$ cat config.mk
export PLATFORM = sky130hd
export DESIGN_NAME = cfs_status
export DESIGN_NICKNAME = d
export VERILOG_FILES = /design/src/hdl/cfs_pkg.sv /design/src/hdl/cfs_status.sv
export SDC_FILE = /design/constraint.sdc
export NUM_CORES = 1
export LEC_CHECK = 0
export BUFFER_PORTS_ARGS = -buffer_cell sky130_fd_sc_hd__buf_2
export CORE_AREA = 3 3 76 78
export DETAILED_ROUTE_END_ITERATION = 16
export DIE_AREA = 0 0 79 81
export PLACE_DENSITY = 0.69
export SLEW_MARGIN = 10
export SYNTH_ARGS = -nofsm -noshare
export SYNTH_HDL_FRONTEND = slang
export SYNTH_SLANG_ARGS = --single-unit
export TNS_END_PERCENT = 5
$ cat constraint.sdc
create_clock -name CLK -period 3.8 [get_ports CLK]
set_clock_uncertainty 0.1 [all_clocks]
set_input_delay 0.76 -clock CLK [delete_from_list [all_inputs] [get_ports CLK]]
set_output_delay 0.76 -clock CLK [all_outputs]
set_load 0.02 [all_outputs]
$ cat src/hdl/cfs_pkg.sv
package cfs_pkg;

   // register indices on the plain register port
   localparam logic [7:0] OFS_FLAGS   = 8'h00;
   localparam logic [7:0] OFS_ISTAT   = 8'h01;
   localparam logic [7:0] OFS_IMASK   = 8'h02;

   // processor_flags field positions
   localparam int         PAGE_LSB    = 5;
   localparam int         WD_BIT      = 4;
   localparam int         BO_BIT      = 3;
   localparam int         Z_BIT       = 2;
   localparam int         DC_BIT      = 1;
   localparam int         C_BIT       = 0;

   // interrupt status / mask layout
   localparam int         EV_CARRY    = 0;
   localparam int         EV_ZERO     = 1;
   localparam int         EV_PAGE     = 2;
   localparam int         EV_W        = 3;

   localparam int         JADDR_W     = 13;
   localparam int         TADDR_W     = 16;

   // values after reset
   localparam logic [2:0] PAGE_RST    = 3'h0;
   localparam logic [2:0] EVT_RST     = 3'h0;
   localparam logic [7:0] RDATA_RST   = 8'h00;
   localparam logic [15:0] TADDR_RST  = 16'h0000;

   typedef enum logic [2:0]
   {
      OP_NONE,
      OP_ADD,
      OP_SUB,
      OP_RR,
      OP_RL,
      OP_LOGIC
   } cfs_op_t;

endpackage

$ cat src/hdl/cfs_status.sv
// Local design decisions: the placing of the registers and the address-and-strobe port.
`timescale 1ns/10ps
// Contract
// - The page field forms the top of the jump/call target above the 13-bit instruction address.
// - The page instruction loads the page field with the value it carries.
// - At reset the watchdog flag is set when a watchdog overflow caused it, else cleared.
// - At reset the brown-out flag is set when low-voltage detection caused it, else cleared.
// - A zero-affecting instruction sets the zero flag on a zero result and clears it otherwise.
// - The zero flag is updated only when decode raises the per-instruction zero enable; a software write to OFS_FLAGS also loads it.
// - After an addition the nibble flag shows the carry out of bit 3.
// - After a subtraction the nibble flag is cleared on a borrow out of bit 3 and set otherwise.
// - After an addition the carry flag shows the carry out of bit 7.
// - After a subtraction the carry flag is cleared on a borrow out of bit 7 and set otherwise.
// - Rotate right loads carry with the operand LSB; rotate left with the operand MSB.
module cfs_status
(
   input  wire logic                         CLK,
   input  wire logic                         NRST,
   input  wire logic                         WDT_CAUSE,
   input  wire logic                         BOR_CAUSE,
   input  wire cfs_pkg::cfs_op_t             ALU_OP,
   input  wire logic [7:0]                   ALU_A,
   input  wire logic [7:0]                   ALU_B,
   input  wire logic                         ALU_CIN,
   input  wire logic [7:0]                   ALU_RES,
   input  wire logic                         ZERO_EN,
   input  wire logic                         PAGE_WR,
   input  wire logic [2:0]                   PAGE_VAL,
   input  wire logic [cfs_pkg::JADDR_W-1:0]  JUMP_ADDR,
   output logic      [cfs_pkg::TADDR_W-1:0]  TARGET_ADDR,
   output logic      [7:0]                   FLAGS,
   input  wire logic [7:0]                   ADDR,
   input  wire logic [7:0]                   WDATA,
   input  wire logic                         WR,
   input  wire logic                         RD,
   output logic      [7:0]                   RDATA,
   output logic                              IRQ
);
   import cfs_pkg::*;

   typedef struct packed
   {
      logic [2:0]          page;
      logic                wd;
      logic                bo;
      logic                z;
      logic                dc;
      logic                c;
      logic [EV_W-1:0]     ist;
      logic [EV_W-1:0]     imask;
      logic [7:0]          rdata;
      logic [TADDR_W-1:0]  target;
      logic                irq;
   } cfs_state_t;

   cfs_state_t         s_q;
   cfs_state_t         s_d;
   logic [8:0]         sum_w;
   logic               nib_w;
   logic [8:0]         nsum_w;
   logic [7:0]         opb_w;
   logic [EV_W-1:0]    ev_w;
   logic [EV_W-1:0]    clr_w;

   // one adder serves add and subtract; subtract feeds the inverted
   // operand so the carry out is already the "no borrow" sense
   function automatic logic [8:0] add9
   (
      input logic [7:0] a,
      input logic [7:0] b,
      input logic       cin
   );
      add9 = {1'b0, a} + {1'b0, b} + {8'h00, cin};
   endfunction

   function automatic logic [7:0] flag_byte(input cfs_state_t st);
      logic [7:0] v;
      v                      = 8'h00;
      v[PAGE_LSB+2:PAGE_LSB] = st.page;
      v[WD_BIT]              = st.wd;
      v[BO_BIT]              = st.bo;
      v[Z_BIT]               = st.z;
      v[DC_BIT]              = st.dc;
      v[C_BIT]               = st.c;
      flag_byte              = v;
   endfunction

   ////////////////////////////////////////////////////////////////////////////

   always_comb
   begin
      opb_w = (ALU_OP == OP_SUB) ? ~ALU_B : ALU_B;
      sum_w = add9(ALU_A, opb_w, ALU_CIN);
      // low nibbles alone through the same adder: bit 4 is the digit carry
      nsum_w = add9({4'h0, ALU_A[3:0]}, {4'h0, opb_w[3:0]}, ALU_CIN);
      nib_w  = nsum_w[4];
   end

   always_comb
   begin
      s_d   = s_q;
      ev_w  = '0;
      clr_w = '0;

      // software side: cause flags are read-only on purpose
      if (WR && ADDR == OFS_FLAGS)
      begin
         s_d.page = WDATA[PAGE_LSB+2:PAGE_LSB];
         s_d.z    = WDATA[Z_BIT];
         s_d.dc   = WDATA[DC_BIT];
         s_d.c    = WDATA[C_BIT];
      end
      if (WR && ADDR == OFS_IMASK)
      begin
         s_d.imask = WDATA[EV_W-1:0];
      end
      if (WR && ADDR == OFS_ISTAT)
      begin
         clr_w = WDATA[EV_W-1:0];
      end

      // instruction side wins over a software write in the same cycle
      if (PAGE_WR)
      begin
         s_d.page      = PAGE_VAL;
         ev_w[EV_PAGE] = 1'b1;
      end

      unique case (ALU_OP)
         OP_ADD, OP_SUB:
         begin
            s_d.c  = sum_w[8];
            s_d.dc = nib_w;
         end
         OP_RR:
         begin
            s_d.c = ALU_A[0];
         end
         OP_RL:
         begin
            s_d.c = ALU_A[7];
         end
         OP_NONE, OP_LOGIC:
         begin
            s_d.c = s_d.c;
         end
      endcase
      if (ALU_OP inside {OP_ADD, OP_SUB, OP_RR, OP_RL})
      begin
         ev_w[EV_CARRY] = s_d.c;
      end

      if (ZERO_EN)
      begin
         s_d.z          = (ALU_RES == 8'h00);
         ev_w[EV_ZERO]  = (ALU_RES == 8'h00);
      end

      // set beats write-one-to-clear
      s_d.ist = (s_q.ist & ~clr_w) | ev_w;

      // wd/bo never assigned here outside reset
      s_d.target = {s_q.page, JUMP_ADDR};

      s_d.rdata = RDATA_RST;
      if (RD)
      begin
         unique case (ADDR)
            OFS_FLAGS: s_d.rdata = flag_byte(s_q);
            OFS_ISTAT: s_d.rdata = {5'h00, s_q.ist};
            OFS_IMASK: s_d.rdata = {5'h00, s_q.imask};
            default:   s_d.rdata = RDATA_RST;
         endcase
      end

      s_d.irq = |(s_d.ist & s_d.imask);

      // synchronous reset: the cause inputs are sampled on the edge
      if (!NRST)
      begin
         s_d.page   = PAGE_RST;
         s_d.wd     = WDT_CAUSE;
         s_d.bo     = BOR_CAUSE;
         s_d.z      = 1'b0;
         s_d.dc     = 1'b0;
         s_d.c      = 1'b0;
         s_d.ist    = EVT_RST;
         s_d.imask  = EVT_RST;
         s_d.rdata  = RDATA_RST;
         s_d.target = TADDR_RST;
         s_d.irq    = 1'b0;
      end
   end

   always_ff @(posedge CLK)
   begin
      s_q <= s_d;
   end

   assign TARGET_ADDR = s_q.target;
   assign FLAGS       = flag_byte(s_q);
   assign RDATA       = s_q.rdata;
   assign IRQ         = s_q.irq;

   logic [7:0] a_prev;
   logic       cin_prev;
   always_ff @(posedge CLK)
   begin
      a_prev   <= ALU_A;
      cin_prev <= ALU_CIN;
   end
endmodule

==> results by stage, run 1 <==
Worst setup path:
- The peak per-stage delay on the critical path is 460 ps.
- The capturing instance or port of the critical path is IRQ$_SDFF_PN0_.
- The maximum fanout along the worst path is 8.
- At the worst endpoint, the required time is 3860 ps.
- Walking the worst path, the cells encountered are buf_2 > nor3b_1 > buf_4 > xor2_1 > ha_1 > a211oi_1 > o21ai_0 > a2111o_1 > o2111ai_1 > o211ai_1.
- The depth of the worst register-to-register path is 3.
- The slowest library cell on the worst path is sky130_fd_sc_hd__a2111o_1.
- The endpoint of the lowest-slack register-to-register path is IRQ$_SDFF_PN0_.
- The setup path with the least slack is of type primary input to flop.
- The worst reg2reg path startpoint is s_q[30]$_SDFF_PN0_.
- The reg2reg setup slack is 2730 ps.
- The type of element launching the critical path is a primary input.
- Data arrives at the worst endpoint at 2850 ps.
- Tracing the worst setup path back leads to its startpoint at ALU_OP[1].
- The worst setup path is captured at a flop.

GRT:
- The global-route usage over all layers is 0.137.
- Entering global routing, the biggest net connects 23 pins.
- The remaining global-route overflow is 0.
- The initial antenna violation count is 0.
- The number of global-route vias before repair is 1566.
- The wire length of the first global-routing pass is 6810 µm.

Route:
- Summed over all layers, the routed wires come to 4200 µm.
- The violation count after the first detailed-routing iteration is 32.
- The remaining antenna violation count after routing is 0.
- The number of iterations in the first detailed-routing pass is 4.
- The number of vias in the routed layout is 1591.
- The number of design rule violations left after detail routing is 0.
- The via count normalized by instance count is 4.53.
- The wire length per cell is 12.0 µm.

Floorplanning:
- For this configuration, the core starts out at a cell density of 0.397.
- The number of ports placed on the die boundary is 101.
- The x dimension of the die is 79 µm.
- In this run the standard cell core region covers 5140 µm².
- The floorplan step defined a die boundary enclosing 6400 µm².
- The floorplan row count is 26.
- From bottom edge to top edge, the die measures 81 µm.

Power:
- The worst-case IR drop observed on VDD is 149 µV.
- The static power due to leakage is 1.24 nW.
- The post-route total power is 0.961 mW.
- The power per standard cell area is 386 nW/µm².

Final layout:
- At the end of the flow, the number of nets in the layout was 356.
- Relative to the synthesized area, the layout overhead comes to 21.9%.
- The layout has 500 filler cells.
- Measured on the finished design, the core utilization comes to 0.484.
- The post-route non-filler standard cell count is 351.
- After routing the design area is 2490 µm².
- The number of antenna diodes in the final layout is 0.
- Of the cells placed in the final design, the portion with a size suffix greater than 1 is 0.420.

Placement:
- Routability-driven placement finished with a final weighted congestion of 0.745.
- The total placed cells including tap cells is 343.
- The placed wire-length estimate is 3440 µm.
- The number of input and output port buffers inserted is 98.
- The worst setup slack after placement is 696 ps.
- The placed instance area is 2360 µm².

Timing:
- The final setup slack of the worst path is 1020 ps.
- The normalized max-slew margin is 0.632.
- The sum of negative setup slack is 0 ps.
- Counting I/O delays and the setup requirement, the final critical path takes 2780 ps.
- For the pin with the worst max-slew slack, the measured transition is 547 ps.
- Setup repair after global routing left no endpoint under its margin.
- The final hold violation count is 0.
- The hold slack is 372 ps.
- The count of endpoints failing setup in the final report is 0.
- The number of slew-limit violations in the final report is 0.
- Derived from the worst setup path, the maximum achievable clock frequency is 359 MHz.
- Of the available clock period, the critical path in the final layout requires 0.733.

Synth:
- The predominant post-synthesis flop cell is sky130_fd_sc_hd__dfxtp_1.
- The number of enable-type register cells in the synthesized netlist is 2.
- In the synthesized netlist the async set-or-reset flop fraction comes to 0.
- The sequential element share of the synthesized area is 0.392.
- The count of unique library cells instantiated by Yosys is 44.
- The net count after synthesis is 289.
- The flip-flop and latch count after synthesis is 39.
- Synthesis handed over a netlist of 213 instances.
- The Yosys warning count is 0.
- Averaged over all synthesized cells, the footprint is 9.58 µm².
- The combined area of all synthesized cells is 2040 µm².

Clocking:
- The clock-pin transition on the worst setup and hold timing paths is 70 ps.
- The H-tree generated during clock tree synthesis spans 2 levels.
- The number of buffers on the longest clock path is 2.
- At the later pin of the worst-skew pair, clock insertion delay measures 290 ps.
- In this run, post-CTS hold repair placed 0 buffers.
- The TritonCTS clock tree is built.
- Once the clock tree was built, the resizer swapped 0 gates to a different size.
- CTS saw 39 sinks.
- The number of clock buffers inserted by TritonCTS is 5.
- The number of setup buffers added after CTS is 0.
- The cell at the root of the clock tree is sky130_fd_sc_hd__clkbuf_8.

Run:
- Max-cap violations in this run came to 0.

Hold path:
- In this run the worst hold path is classified as flop to flop.

Outcome:
- The run finished with clean final reports.
[placed cells by master (no fill, tap or decap), types with 2 or more instances in the layout]
cell	count
sky130_fd_sc_hd__a211oi_1	5
sky130_fd_sc_hd__and2_1	25
sky130_fd_sc_hd__buf_2	98
sky130_fd_sc_hd__buf_4	2
sky130_fd_sc_hd__clkbuf_8	5
sky130_fd_sc_hd__dfxtp_1	37
sky130_fd_sc_hd__edfxtp_1	2
sky130_fd_sc_hd__ha_1	8
sky130_fd_sc_hd__inv_1	4
sky130_fd_sc_hd__mux2_2	3
sky130_fd_sc_hd__mux2i_1	9
sky130_fd_sc_hd__nand2_1	9
sky130_fd_sc_hd__nand2b_1	2
sky130_fd_sc_hd__nand4_1	2
sky130_fd_sc_hd__nor2_1	16
sky130_fd_sc_hd__nor2b_1	3
sky130_fd_sc_hd__nor3_1	2
sky130_fd_sc_hd__o211ai_1	2
sky130_fd_sc_hd__o21ai_0	9
sky130_fd_sc_hd__xnor2_1	2
sky130_fd_sc_hd__xor2_1	10
[layout make-up]
| class | count | area, µm² | area share |
|---|---|---|---|
| clock buffers | 7 | 97.6 | 0.0392 |
| clock inverters | 1 | 30.0 | 0.0121 |
| inverters | 4 | 15.0 | 0.00603 |
| multi-input cells | 130 | 952 | 0.383 |
| flip-flops and latches | 39 | 801 | 0.322 |
| well taps | 70 | 87.6 | 0.0352 |
| repair buffers | 100 | 505 | 0.203 |
[metal layers]
layer	part of all wire	GRT usage	routed length, µm	up-vias
li1	-	-	-	826
met1	0.42	0.156	1750	679
met2	0.46	0.240	1930	81
met3	0.11	0.0333	456	5
met4	0.015	0.0722	65	0
met5	0	0	0	-
[how the worst min path moves through the flow]
stage / start / slack (ps) / endpoint / depth (start not counted)
after floorplan: FLAGS[3]$_DFFE_PN_ / 350 / RDATA[3]$_SDFF_PN0_ / 1
after global placement: FLAGS[3]$_DFFE_PN_ / 350 / RDATA[3]$_SDFF_PN0_ / 1
after detailed placement: FLAGS[4]$_DFFE_PN_ / 360 / RDATA[4]$_SDFF_PN0_ / 1
after CTS: FLAGS[4]$_DFFE_PN_ / 380 / RDATA[4]$_SDFF_PN0_ / 1
after global routing: FLAGS[6]$_SDFFE_PN0P_ / 420 / RDATA[6]$_SDFF_PN0_ / 1
final: FLAGS[4]$_DFFE_PN_ / 370 / RDATA[4]$_SDFF_PN0_ / 1
[sequential cells by signal, summed over array words and instances, names as in the netlist]
| name | flops |
|---|---|
| FLAGS | 8 |
| IRQ | 1 |
| s_q | 6 |
| RDATA | 8 |
| TARGET_ADDR | 16 |
[report_power, final]
part	leakage (nW)	switching [mW]	internal [mW]	total (mW)
registers	0.323	0.00659	0.429	0.436
logic	0.852	0.0801	0.0702	0.150
clock network	0.0636	0.139	0.236	0.375
[cells by family (layout without fill, tap and decap cells)]
kind of cell               Yosys count  count (layout)  synth area share
AOI/OAI and AO/OA                   25              25            0.0883
muxes                               13              13            0.0674
and+or+nand+nor                     72              72             0.210
buffers and inverters               44             112             0.141
DFF                                 39              39             0.392
xor gates and xnor gates            12              12            0.0515
adders and majority gates            8               8            0.0491
[critical path, delay by kind of cell]
kind	cells	cell delay [ps]
AO/OA/AOI/OAI	5	1070
buffers and inverters	2	370
AND/OR/NAND/NOR	1	270
adder cells (fa/ha/maj)	1	240
XOR/XNOR	1	150
[cells in the mapped netlist (2+ instances only)]
master	number	area, µm²
sky130_fd_sc_hd__buf_4	32	240
sky130_fd_sc_hd__ha_1	8	100
sky130_fd_sc_hd__nand2b_1	2	12.5
sky130_fd_sc_hd__and2_1	25	156
sky130_fd_sc_hd__buf_2	2	10.0
sky130_fd_sc_hd__inv_1	4	15.0
sky130_fd_sc_hd__o21ai_0	9	45.0
sky130_fd_sc_hd__nand2_1	9	33.8
sky130_fd_sc_hd__nand4_1	2	12.5
sky130_fd_sc_hd__edfxtp_1	2	60.1
sky130_fd_sc_hd__o211ai_1	2	15.0
sky130_fd_sc_hd__nor2_1	16	60.1
sky130_fd_sc_hd__xor2_1	10	87.6
sky130_fd_sc_hd__xnor2_1	2	17.5
sky130_fd_sc_hd__clkbuf_1	6	22.5
sky130_fd_sc_hd__nor2b_1	3	18.8
sky130_fd_sc_hd__nor3_1	2	10.0
sky130_fd_sc_hd__dfxtp_1	37	741
sky130_fd_sc_hd__a211oi_1	5	37.5
sky130_fd_sc_hd__mux2i_1	9	90.1
sky130_fd_sc_hd__mux2_2	3	33.8
Power figures use the tool's default switching activity.
==> run 2: changes to the inputs <==
--- a/config.mk
+++ b/config.mk
@@ -5,11 +5,12 @@
 export SDC_FILE = /design/constraint.sdc
 export NUM_CORES = 1
 export LEC_CHECK = 0
+export ABC_AREA = 1
 export BUFFER_PORTS_ARGS = -buffer_cell sky130_fd_sc_hd__buf_2
-export CORE_AREA = 3 3 76 78
+export CORE_AREA = 3 3 77 79
 export DETAILED_ROUTE_END_ITERATION = 16
-export DIE_AREA = 0 0 79 81
-export PLACE_DENSITY = 0.69
+export DIE_AREA = 0 0 80 82
+export PLACE_DENSITY = 0.72
 export SLEW_MARGIN = 10
 export SYNTH_ARGS = -nofsm -noshare
 export SYNTH_HDL_FRONTEND = slang
==> constraint.sdc (replaced) <==
create_clock -name CLK -period 2.5 [get_ports CLK]
set_clock_uncertainty 0.1 [all_clocks]
set_input_delay 0.5 -clock CLK [delete_from_list [all_inputs] [get_ports CLK]]
set_output_delay 0.5 -clock CLK [all_outputs]
set_load 0.02 [all_outputs]
==> run 2 against run 1 <==
  * Count of clock-buffer cells in the layout decreased by 1
  * Synthesized cell count rose by 26%
  * Highest routed layer unchanged
  * Largest power group unchanged
  * Critical path type unchanged
  * First-iteration DRC count is 13% higher
  * Area after synthesis up 3.8%
  * Design area rose by 2.2%
  * Worst setup slack got worse by 560 ps
  * Final cell count grew 18%
  * Flip-flop and latch count is the same
  * Sequential share of layout area decreased by 0.70 points
  * Wire length rose by 0.62%
  * Register-to-register slack got worse by 1200 ps
==> results by stage, run 2 <==
Outcome:
- The flow ran to the end, and the final reports show no timing, DRC or antenna violations.

Hold path:
- The tightest min-delay check is of the primary input to flop type.

GRT:
- The remaining global-route overflow is 0.
- The routing usage on met1 is 0.135.
- The number of global-route vias before repair was 1611.
- The initial antenna violation count is 0.
- In the global route stage, met3 resource usage came out at 0.0318.
- The first global-routing pass estimated 6450 µm of wire.
- Entering global routing, the biggest net connects 25 pins.
- The met2 demand-to-capacity share in global routing is 0.227.
- In the global route stage, overall resource usage came out at 0.124.
- The layer with the highest usage is met2.

Timing:
- Of the available clock period, the critical path in the final layout requires 0.819.
- Summed over all failing endpoints, the final setup total negative slack is 0 ps.
- The minimum clock period is 2050 ps.
- The pin slew with the least headroom to its limit is 411 ps.
- Setup repair after global routing left no endpoint under its margin.
- The final hold violation count is 0.
- The number of slew-limit violations in the final report is 0.
- The count of endpoints failing setup in the final report is 0.
- Based on the critical path, the design can be clocked at up to 488 MHz.
- Measured against its own limit, the worst slew margin works out to 0.726.

Final layout:
- The antenna cell count is 0.
- The library cells used most frequently in the layout, excluding fill and tap cells, are 98 x sky130_fd_sc_hd__buf_2, 70 x sky130_fd_sc_hd__nand2_1, 37 x sky130_fd_sc_hd__dfxtp_1.
- For this run, the post-layout net count is 418.
- Of the cells placed in the final design, the portion with a size suffix greater than 1 is 0.392.
- The number of flip-flops under the largest register name is 16.
- Compared with the post-synthesis result, the final layout area differs by 20.1%.
- The post-route non-filler standard cell count is 414.
- Leaving out fill and tap cells, the most frequent cell in the layout is sky130_fd_sc_hd__buf_2.
- The final standard cell area without fillers is 2540 µm².
- The final standard cell utilization of the core is 0.471.

Clocking:
- The clock-pin transition on the worst setup and hold timing paths is 70 ps.
- The later pin in the worst-skew pair is clocked with a latency of 280 ps.
- The sink count of the clock tree is 39.
- Once the clock tree was built, the resizer swapped 0 gates to a different size.
- TritonCTS built the clock tree.
- In this run the deepest clock path goes through 2 buffers.
- The number of hold buffers added after CTS was 0.
- In this run the post-CTS setup repair buffer count came out at 0.
- The cell at the root of the clock tree is sky130_fd_sc_hd__clkbuf_8.
- The number of clock buffers added by TritonCTS is 5.
- The H-tree generated during clock tree synthesis spans 2 levels.

Route:
- The violation count after the first detailed-routing iteration is 36.
- The number of design rule violations left after detail routing is 0.
- Dividing the detail-routed via count by the number of cells gives 4.23.
- The pre-antenna-repair detailed-routing pass consisted of 4 iterations.
- The remaining antenna violation count after routing is 0.
- The number of vias in the routed layout is 1750.
- For this block, the routed nets add up to 4230 µm of wire.
- Dividing the detail-routed wire length by the instance count gives 10.2 µm.

Synth:
- Sorting the synthesized cells by area gives the leading types as sky130_fd_sc_hd__dfxtp_1 35%, sky130_fd_sc_hd__nand2_1 12%, sky130_fd_sc_hd__buf_4 11%.
- The count of unique library cells instantiated by Yosys is 33.
- The sequential element share of the synthesized area is 0.378.
- The most instantiated library cell after synthesis is sky130_fd_sc_hd__nand2_1.
- The combined area of all synthesized cells is 2120 µm².
- The dominant cell type by area after synthesis is sky130_fd_sc_hd__dfxtp_1.
- The flip-flop and latch count after synthesis is 39.
- The net count after synthesis is 345.
- Dividing the synthesized area by the synthesized cell count gives 7.87 µm².
- Synthesis handed over a netlist of 269 instances.
- The predominant post-synthesis flop cell is sky130_fd_sc_hd__dfxtp_1.
- The Yosys warning count is 0.
- Counting flops with an async set or reset pin after synthesis yields a share of 0.
- The area share of the largest cell type after synthesis is 0.350.
- Sorting the synthesized cells by how often they occur yields 70 x sky130_fd_sc_hd__nand2_1, 37 x sky130_fd_sc_hd__dfxtp_1, 33 x sky130_fd_sc_hd__inv_1.
- Counting flops with a built-in enable in the synthesized netlist gives 2.

Worst setup path:
- The kind of capture point of the worst setup path is a flop.
- The maximum fanout along the worst path is 9.
- The data arrival time of the critical path is 2130 ps.
- By startpoint and endpoint, the worst setup path is classified as primary input to flop.
- The type of element launching the critical path is a primary input.
- The endpoint required time on the critical path is 2580 ps.

Placement:
- The total placed cells including tap cells is 407.
- The HPWL after detailed placement is 3490 µm.
- In this run the cell area measured after placement is 2460 µm².
- At the end of routability-driven placement, the weighted congestion stood at 0.765.
- The count of buffers added on input and output ports is 98.

Floorplanning:
- In this run the vertical extent of the chip is 82 µm.
- After floorplanning, the core was sized to cover 5410 µm².
- The die covers 6560 µm².
- The floorplan row count is 27.
- The number of ports placed on the die boundary is 101.
- The x dimension of the die is 80 µm.
- For this configuration, the core starts out at a cell density of 0.392.

Power:
- For this design the static power due to leakage is 1.46 nW.
- IR analysis of the VDD net gives a maximum drop of 193 µV.
- The power per standard cell area is 519 nW/µm².

Run:
- The max capacitance violation total is 0.
-- run 2: layer usage --
layer	vias to the layer above	part of all wire	routed length (µm)
met5	-	0	0
met4	0	0.013	55
met2	47	0.53	2250
li1	945	-	-
met1	753	0.40	1700
met3	5	0.053	226
-- run 2: logic make-up (layout without fill, tap and decap cells) --
family / Yosys count / in the layout / share of synthesized area
simple gates: 118 / 118 / 0.276
buf+inv: 70 / 143 / 0.188
flops: 39 / 39 / 0.378
compound gates: 26 / 26 / 0.0780
fa+ha+maj: 8 / 8 / 0.0473
xor+xnor: 8 / 8 / 0.0331
-- run 2: area by class of cell --
type | count | area (µm²)
inverters | 36 | 140
clock inverters | 1 | 5.00
fillers | 566 | 2860
repair buffers | 100 | 505
multi-input cells | 160 | 920
flip-flops and latches | 39 | 801
clock buffers | 6 | 82.6
well taps | 72 | 90.1
-- run 2: power breakdown --
group	switching (mW)	leakage [nW]	internal, mW
Clock	0.199	0.0470	0.216
Sequential	0.0117	0.324	0.653
Combinational	0.138	1.09	0.101
-- run 2: critical path, stage by stage --
cell	delay [ps]
sky130_fd_sc_hd__buf_2	140
sky130_fd_sc_hd__nor3_4	160
sky130_fd_sc_hd__buf_4	210
sky130_fd_sc_hd__xor2_1	160
sky130_fd_sc_hd__ha_1	240
sky130_fd_sc_hd__nand2_1	60
sky130_fd_sc_hd__nand2_1	50
sky130_fd_sc_hd__nand2_1	50
sky130_fd_sc_hd__nand2_1	40
sky130_fd_sc_hd__nand2_1	50
sky130_fd_sc_hd__nand2_1	70
sky130_fd_sc_hd__nand2_1	60
sky130_fd_sc_hd__nand2_1	80
sky130_fd_sc_hd__nand3_2	90
sky130_fd_sc_hd__nand2_1	50
sky130_fd_sc_hd__nand2_1	70
sky130_fd_sc_hd__nand2_1	50
-- run 2: final timing paths --
kind,start,to,slack [ps],depth (start not counted)
min,JUMP_ADDR[11],TARGET_ADDR[11]$_SDFF_PN0_,290,3
max,ALU_OP[2],IRQ$_SDFF_PN0_,450,17
max reg2reg,FLAGS[0]$_SDFF_PN0_,IRQ$_SDFF_PN0_,1490,8
min reg2reg,FLAGS[5]$_SDFFE_PN0P_,TARGET_ADDR[13]$_SDFF_PN0_,360,2
-- run 2: per-stage QoR --
stage | power (mW) | setup slack, ps | hold slack, ps
after floorplan | 0.848 | 354 | 330
after global placement | 0.913 | 202 | 347
after detailed placement | 0.920 | 149 | 349
after CTS | 1.34 | 450 | 283
after global routing | 1.39 | 331 | 287
final | 1.32 | 452 | 294
==> run 3: changes to the inputs <==
--- a/config.mk
+++ b/config.mk
@@ -5,11 +5,11 @@
 export SDC_FILE = /design/constraint.sdc
 export NUM_CORES = 1
 export LEC_CHECK = 0
-export ABC_AREA = 1
+export ABC_AREA = 0
 export BUFFER_PORTS_ARGS = -buffer_cell sky130_fd_sc_hd__buf_2
-export CORE_AREA = 3 3 77 79
+export CORE_AREA = 3 3 76 78
 export DETAILED_ROUTE_END_ITERATION = 16
-export DIE_AREA = 0 0 80 82
+export DIE_AREA = 0 0 79 81
 export PLACE_DENSITY = 0.72
 export SLEW_MARGIN = 10
 export SYNTH_ARGS = -nofsm -noshare
==> constraint.sdc (replaced) <==
create_clock -name CLK -period 1.85 [get_ports CLK]
set_clock_uncertainty 0.1 [all_clocks]
set_input_delay 0.37 -clock CLK [delete_from_list [all_inputs] [get_ports CLK]]
set_output_delay 0.37 -clock CLK [all_outputs]
set_load 0.02 [all_outputs]
==> run 3 against run 2 <==
  * The flow now finishes with violations (setup timing)
  * Combinational power grew 45%
  * Register-to-register slack lost 730 ps
  * Non-clock buffer count grew 12
  * First-iteration DRC count shrank 42%
  * Clock power grew 72%
  * Design area grew 2.7%
  * Sequential power grew 35%
  * Via count shrank 4.4%
  * Final cell count shrank 12%
==> results by stage, run 3 (synthesized netlist as in run 1, its figures left out) <==
Timing:
- At the pin with the least slew margin, the transition time is 358 ps.
- Setup violations remaining at the end of the flow were counted as 4.
- The number of slew-limit violations in the final report came to 0.
- The maximum achievable frequency is 480 MHz.
- The minimum clock period is 2080 ps.
- The sum of negative setup slack is -620 ps.
- In the finished design, the share of the clock period the worst path needs comes to 1.13.
- The final hold violation count came to 0.
- Setup repair after global routing could not meet its margin everywhere.
- Across all setup checks in the final design, the least slack found is -232 ps.
- Measured against its own limit, the worst slew margin works out to 0.759.

Worst setup path:
- The origin of the worst setup path is ALU_OP[0].
- The reg2reg setup slack is 760 ps.
- The number of cells on the worst reg-to-reg path is 3.
- The slowest library cell on the worst path is sky130_fd_sc_hd__a2111o_1.
- The maximum fanout along the worst path is 3.
- The data arrival time of the critical path is 2150 ps.
- The worst setup path is captured at a flop.
- The capturing instance or port of the critical path is IRQ$_SDFF_PN0_.
- The startpoint identified for the worst register-to-register timing path is s_q[29]$_SDFF_PN0_.
- The endpoint required time on the critical path is 1920 ps.
- In this run the critical register-to-register path is captured at IRQ$_SDFF_PN0_.
- The type of element launching the critical path is a primary input.
- The peak per-stage delay on the critical path is 400 ps.
- The signal on the critical path passes through buf_8 > nor3b_4 > buf_4 > xor2_1 > ha_1 > a211oi_2 > o21ai_1 > a2111o_1 > o2111ai_1 > o211ai_1.
- The critical path in this run is classified as primary input to flop.

Final layout:
- Compared with the post-synthesis result, the final layout area differs by 28.0%.
- Leaving out fill and tap cells, the most frequent cell in the layout is sky130_fd_sc_hd__buf_2.
- In the final layout, flip-flops and latches occupy 801 µm².
- In the layout the commonest cells are 95 x sky130_fd_sc_hd__buf_2, 37 x sky130_fd_sc_hd__dfxtp_1, 25 x sky130_fd_sc_hd__and2_1.
- The number of flip-flops under the largest register name is 16.
- The area used by multi-input combinational logic is 973 µm².
- The share of post-route cells with drive strength above 1 is 0.457.
- The antenna cell count is 0.
- The finished cells cover 2610 µm².
- The fill cell instance count of the final layout is 522.
- The number of nets in the layout is 368.

Floorplanning:
- The x dimension of the die is 79 µm.
- The die covers 6400 µm².
- During I/O placement, the number of pins put on the boundary was 101.
- In this run the standard cell core region covers 5140 µm².
- The floorplan row count is 26.
- The vertical die dimension is 81 µm.
- For this configuration, the core starts out at a cell density of 0.397.

Route:
- The final layout contains routed wiring with a total length of 4380 µm.
- For this run, design rule violations remaining after detail routing come to 0.
- The routed layout has 1673 vias.
- The detailed router finished its first iteration with 21 violations.
- The via count normalized by instance count is 4.61.
- The remaining antenna violation count after routing is 0.
- In the final routed layout, each cell accounts on average for 12.1 µm.
- The number of iterations in the first detailed-routing pass is 4.

Clocking:
- The H-tree was split into 2 levels.
- For this design, the CTS-stage hold fixing added 0 buffers.
- In this run the deepest clock path goes through 2 buffers.
- The number of clock buffers inserted by TritonCTS is 5.
- The TritonCTS clock tree is built.
- The later pin in the worst-skew pair is clocked with a latency of 280 ps.
- The total setup buffers inserted after CTS is 0.
- The root buffer cell chosen for the clock tree is sky130_fd_sc_hd__clkbuf_8.
- After clock tree synthesis, the clock-pin slew on the worst setup and hold paths is 70 ps.
- The tree built by TritonCTS fans out to 39 sinks.

GRT:
- Entering global routing, the biggest net connects 23 pins.
- The number of global-route vias before repair came to 1626.
- For this run the aggregate overflow at the end of global routing stands at 0.
- The wire length of the first global-routing pass is 7010 µm.
- The initial antenna violation count is 0.
- Across every metal layer, demand over resource in global routing totals 0.138.

Hold path:
- The worst hold-check path type is primary input to flop.
- The hold path startpoint is BOR_CAUSE.

Power:
- For this design the ratio of total power to cell area is 749 nW/µm².
- Summing internal, switching and leakage power gives 1.96 mW.
- The static power due to leakage is 1.31 nW.
- The worst IR drop on VDD is 420 µV.

Placement:
- The congestion estimate from routability-driven global placement came to 0.809.
- During placement, the flow inserted port buffers numbering 98.
- The placed wire-length estimate is 3590 µm.
- The placed instances occupy a cell area of 2460 µm².
- The worst setup slack after placement is -614 ps.

Outcome:
- The final reports fail on setup timing.
- The flow ran to the end, but the final reports show violations.

Run:
- The max capacitance violation total is 0.
## run 3: report_power, final
group / switching [mW] / total, mW / internal (mW)
Clock: 0.279 / 0.715 / 0.436
Combinational: 0.176 / 0.346 / 0.170
Sequential: 0.0143 / 0.896 / 0.881
## run 3: what timing repair did
item / in CTS / in global routing
pin swaps: 5 / 0
setup endpoints to repair: 4 / 4
resized for setup: 8 / 1
## run 3: worst max-delay path, delay by kind of cell
family	cells	cell delay (ps)
xor gates and xnor gates	1	140
adders and majority gates	1	260
AOI/OAI and AO/OA	5	940
and+or+nand+nor	1	210
buffers and inverters	2	240
## run 3: area by class of cell
| cell class | count | area share |
|---|---|---|
| well taps | 70 | 0.0335 |
| multi-input cells | 130 | 0.373 |
| flip-flops and latches | 39 | 0.307 |
| clock buffers | 6 | 0.0316 |
| repair buffers | 112 | 0.237 |
| clock inverters | 2 | 0.0134 |
| inverters | 4 | 0.00575 |
## run 3: metal layers
metal  global-route usage  part of all wire  up-vias
met4               0.0412                 0        0
li1                     -                 -      850
met1                0.147              0.39      748
met5                    0                 0        -
met2                0.260              0.52       75
met3               0.0455             0.090        0
## run 3: how the worst min path moves through the flow
stage | to | slack [ps] | depth (start not counted)
6_report | FLAGS[3]$_DFFE_PN_ | 160 | 1
2_1_floorplan | RDATA[3]$_SDFF_PN0_ | 350 | 1
5_1_grt | FLAGS[3]$_DFFE_PN_ | 150 | 1
3_5_place_dp | RDATA[3]$_SDFF_PN0_ | 360 | 1
3_3_place_gp | RDATA[3]$_SDFF_PN0_ | 350 | 1
4_1_cts | FLAGS[3]$_DFFE_PN_ | 150 | 1
## run 3: metrics by stage
step	instances	util	hold slack, ps
after floorplan	213	-	349
after global placement	355	0.479	350
after detailed placement	355	0.479	362
after CTS	363	0.508	150
after global routing	363	0.508	146
final	363	0.508	162
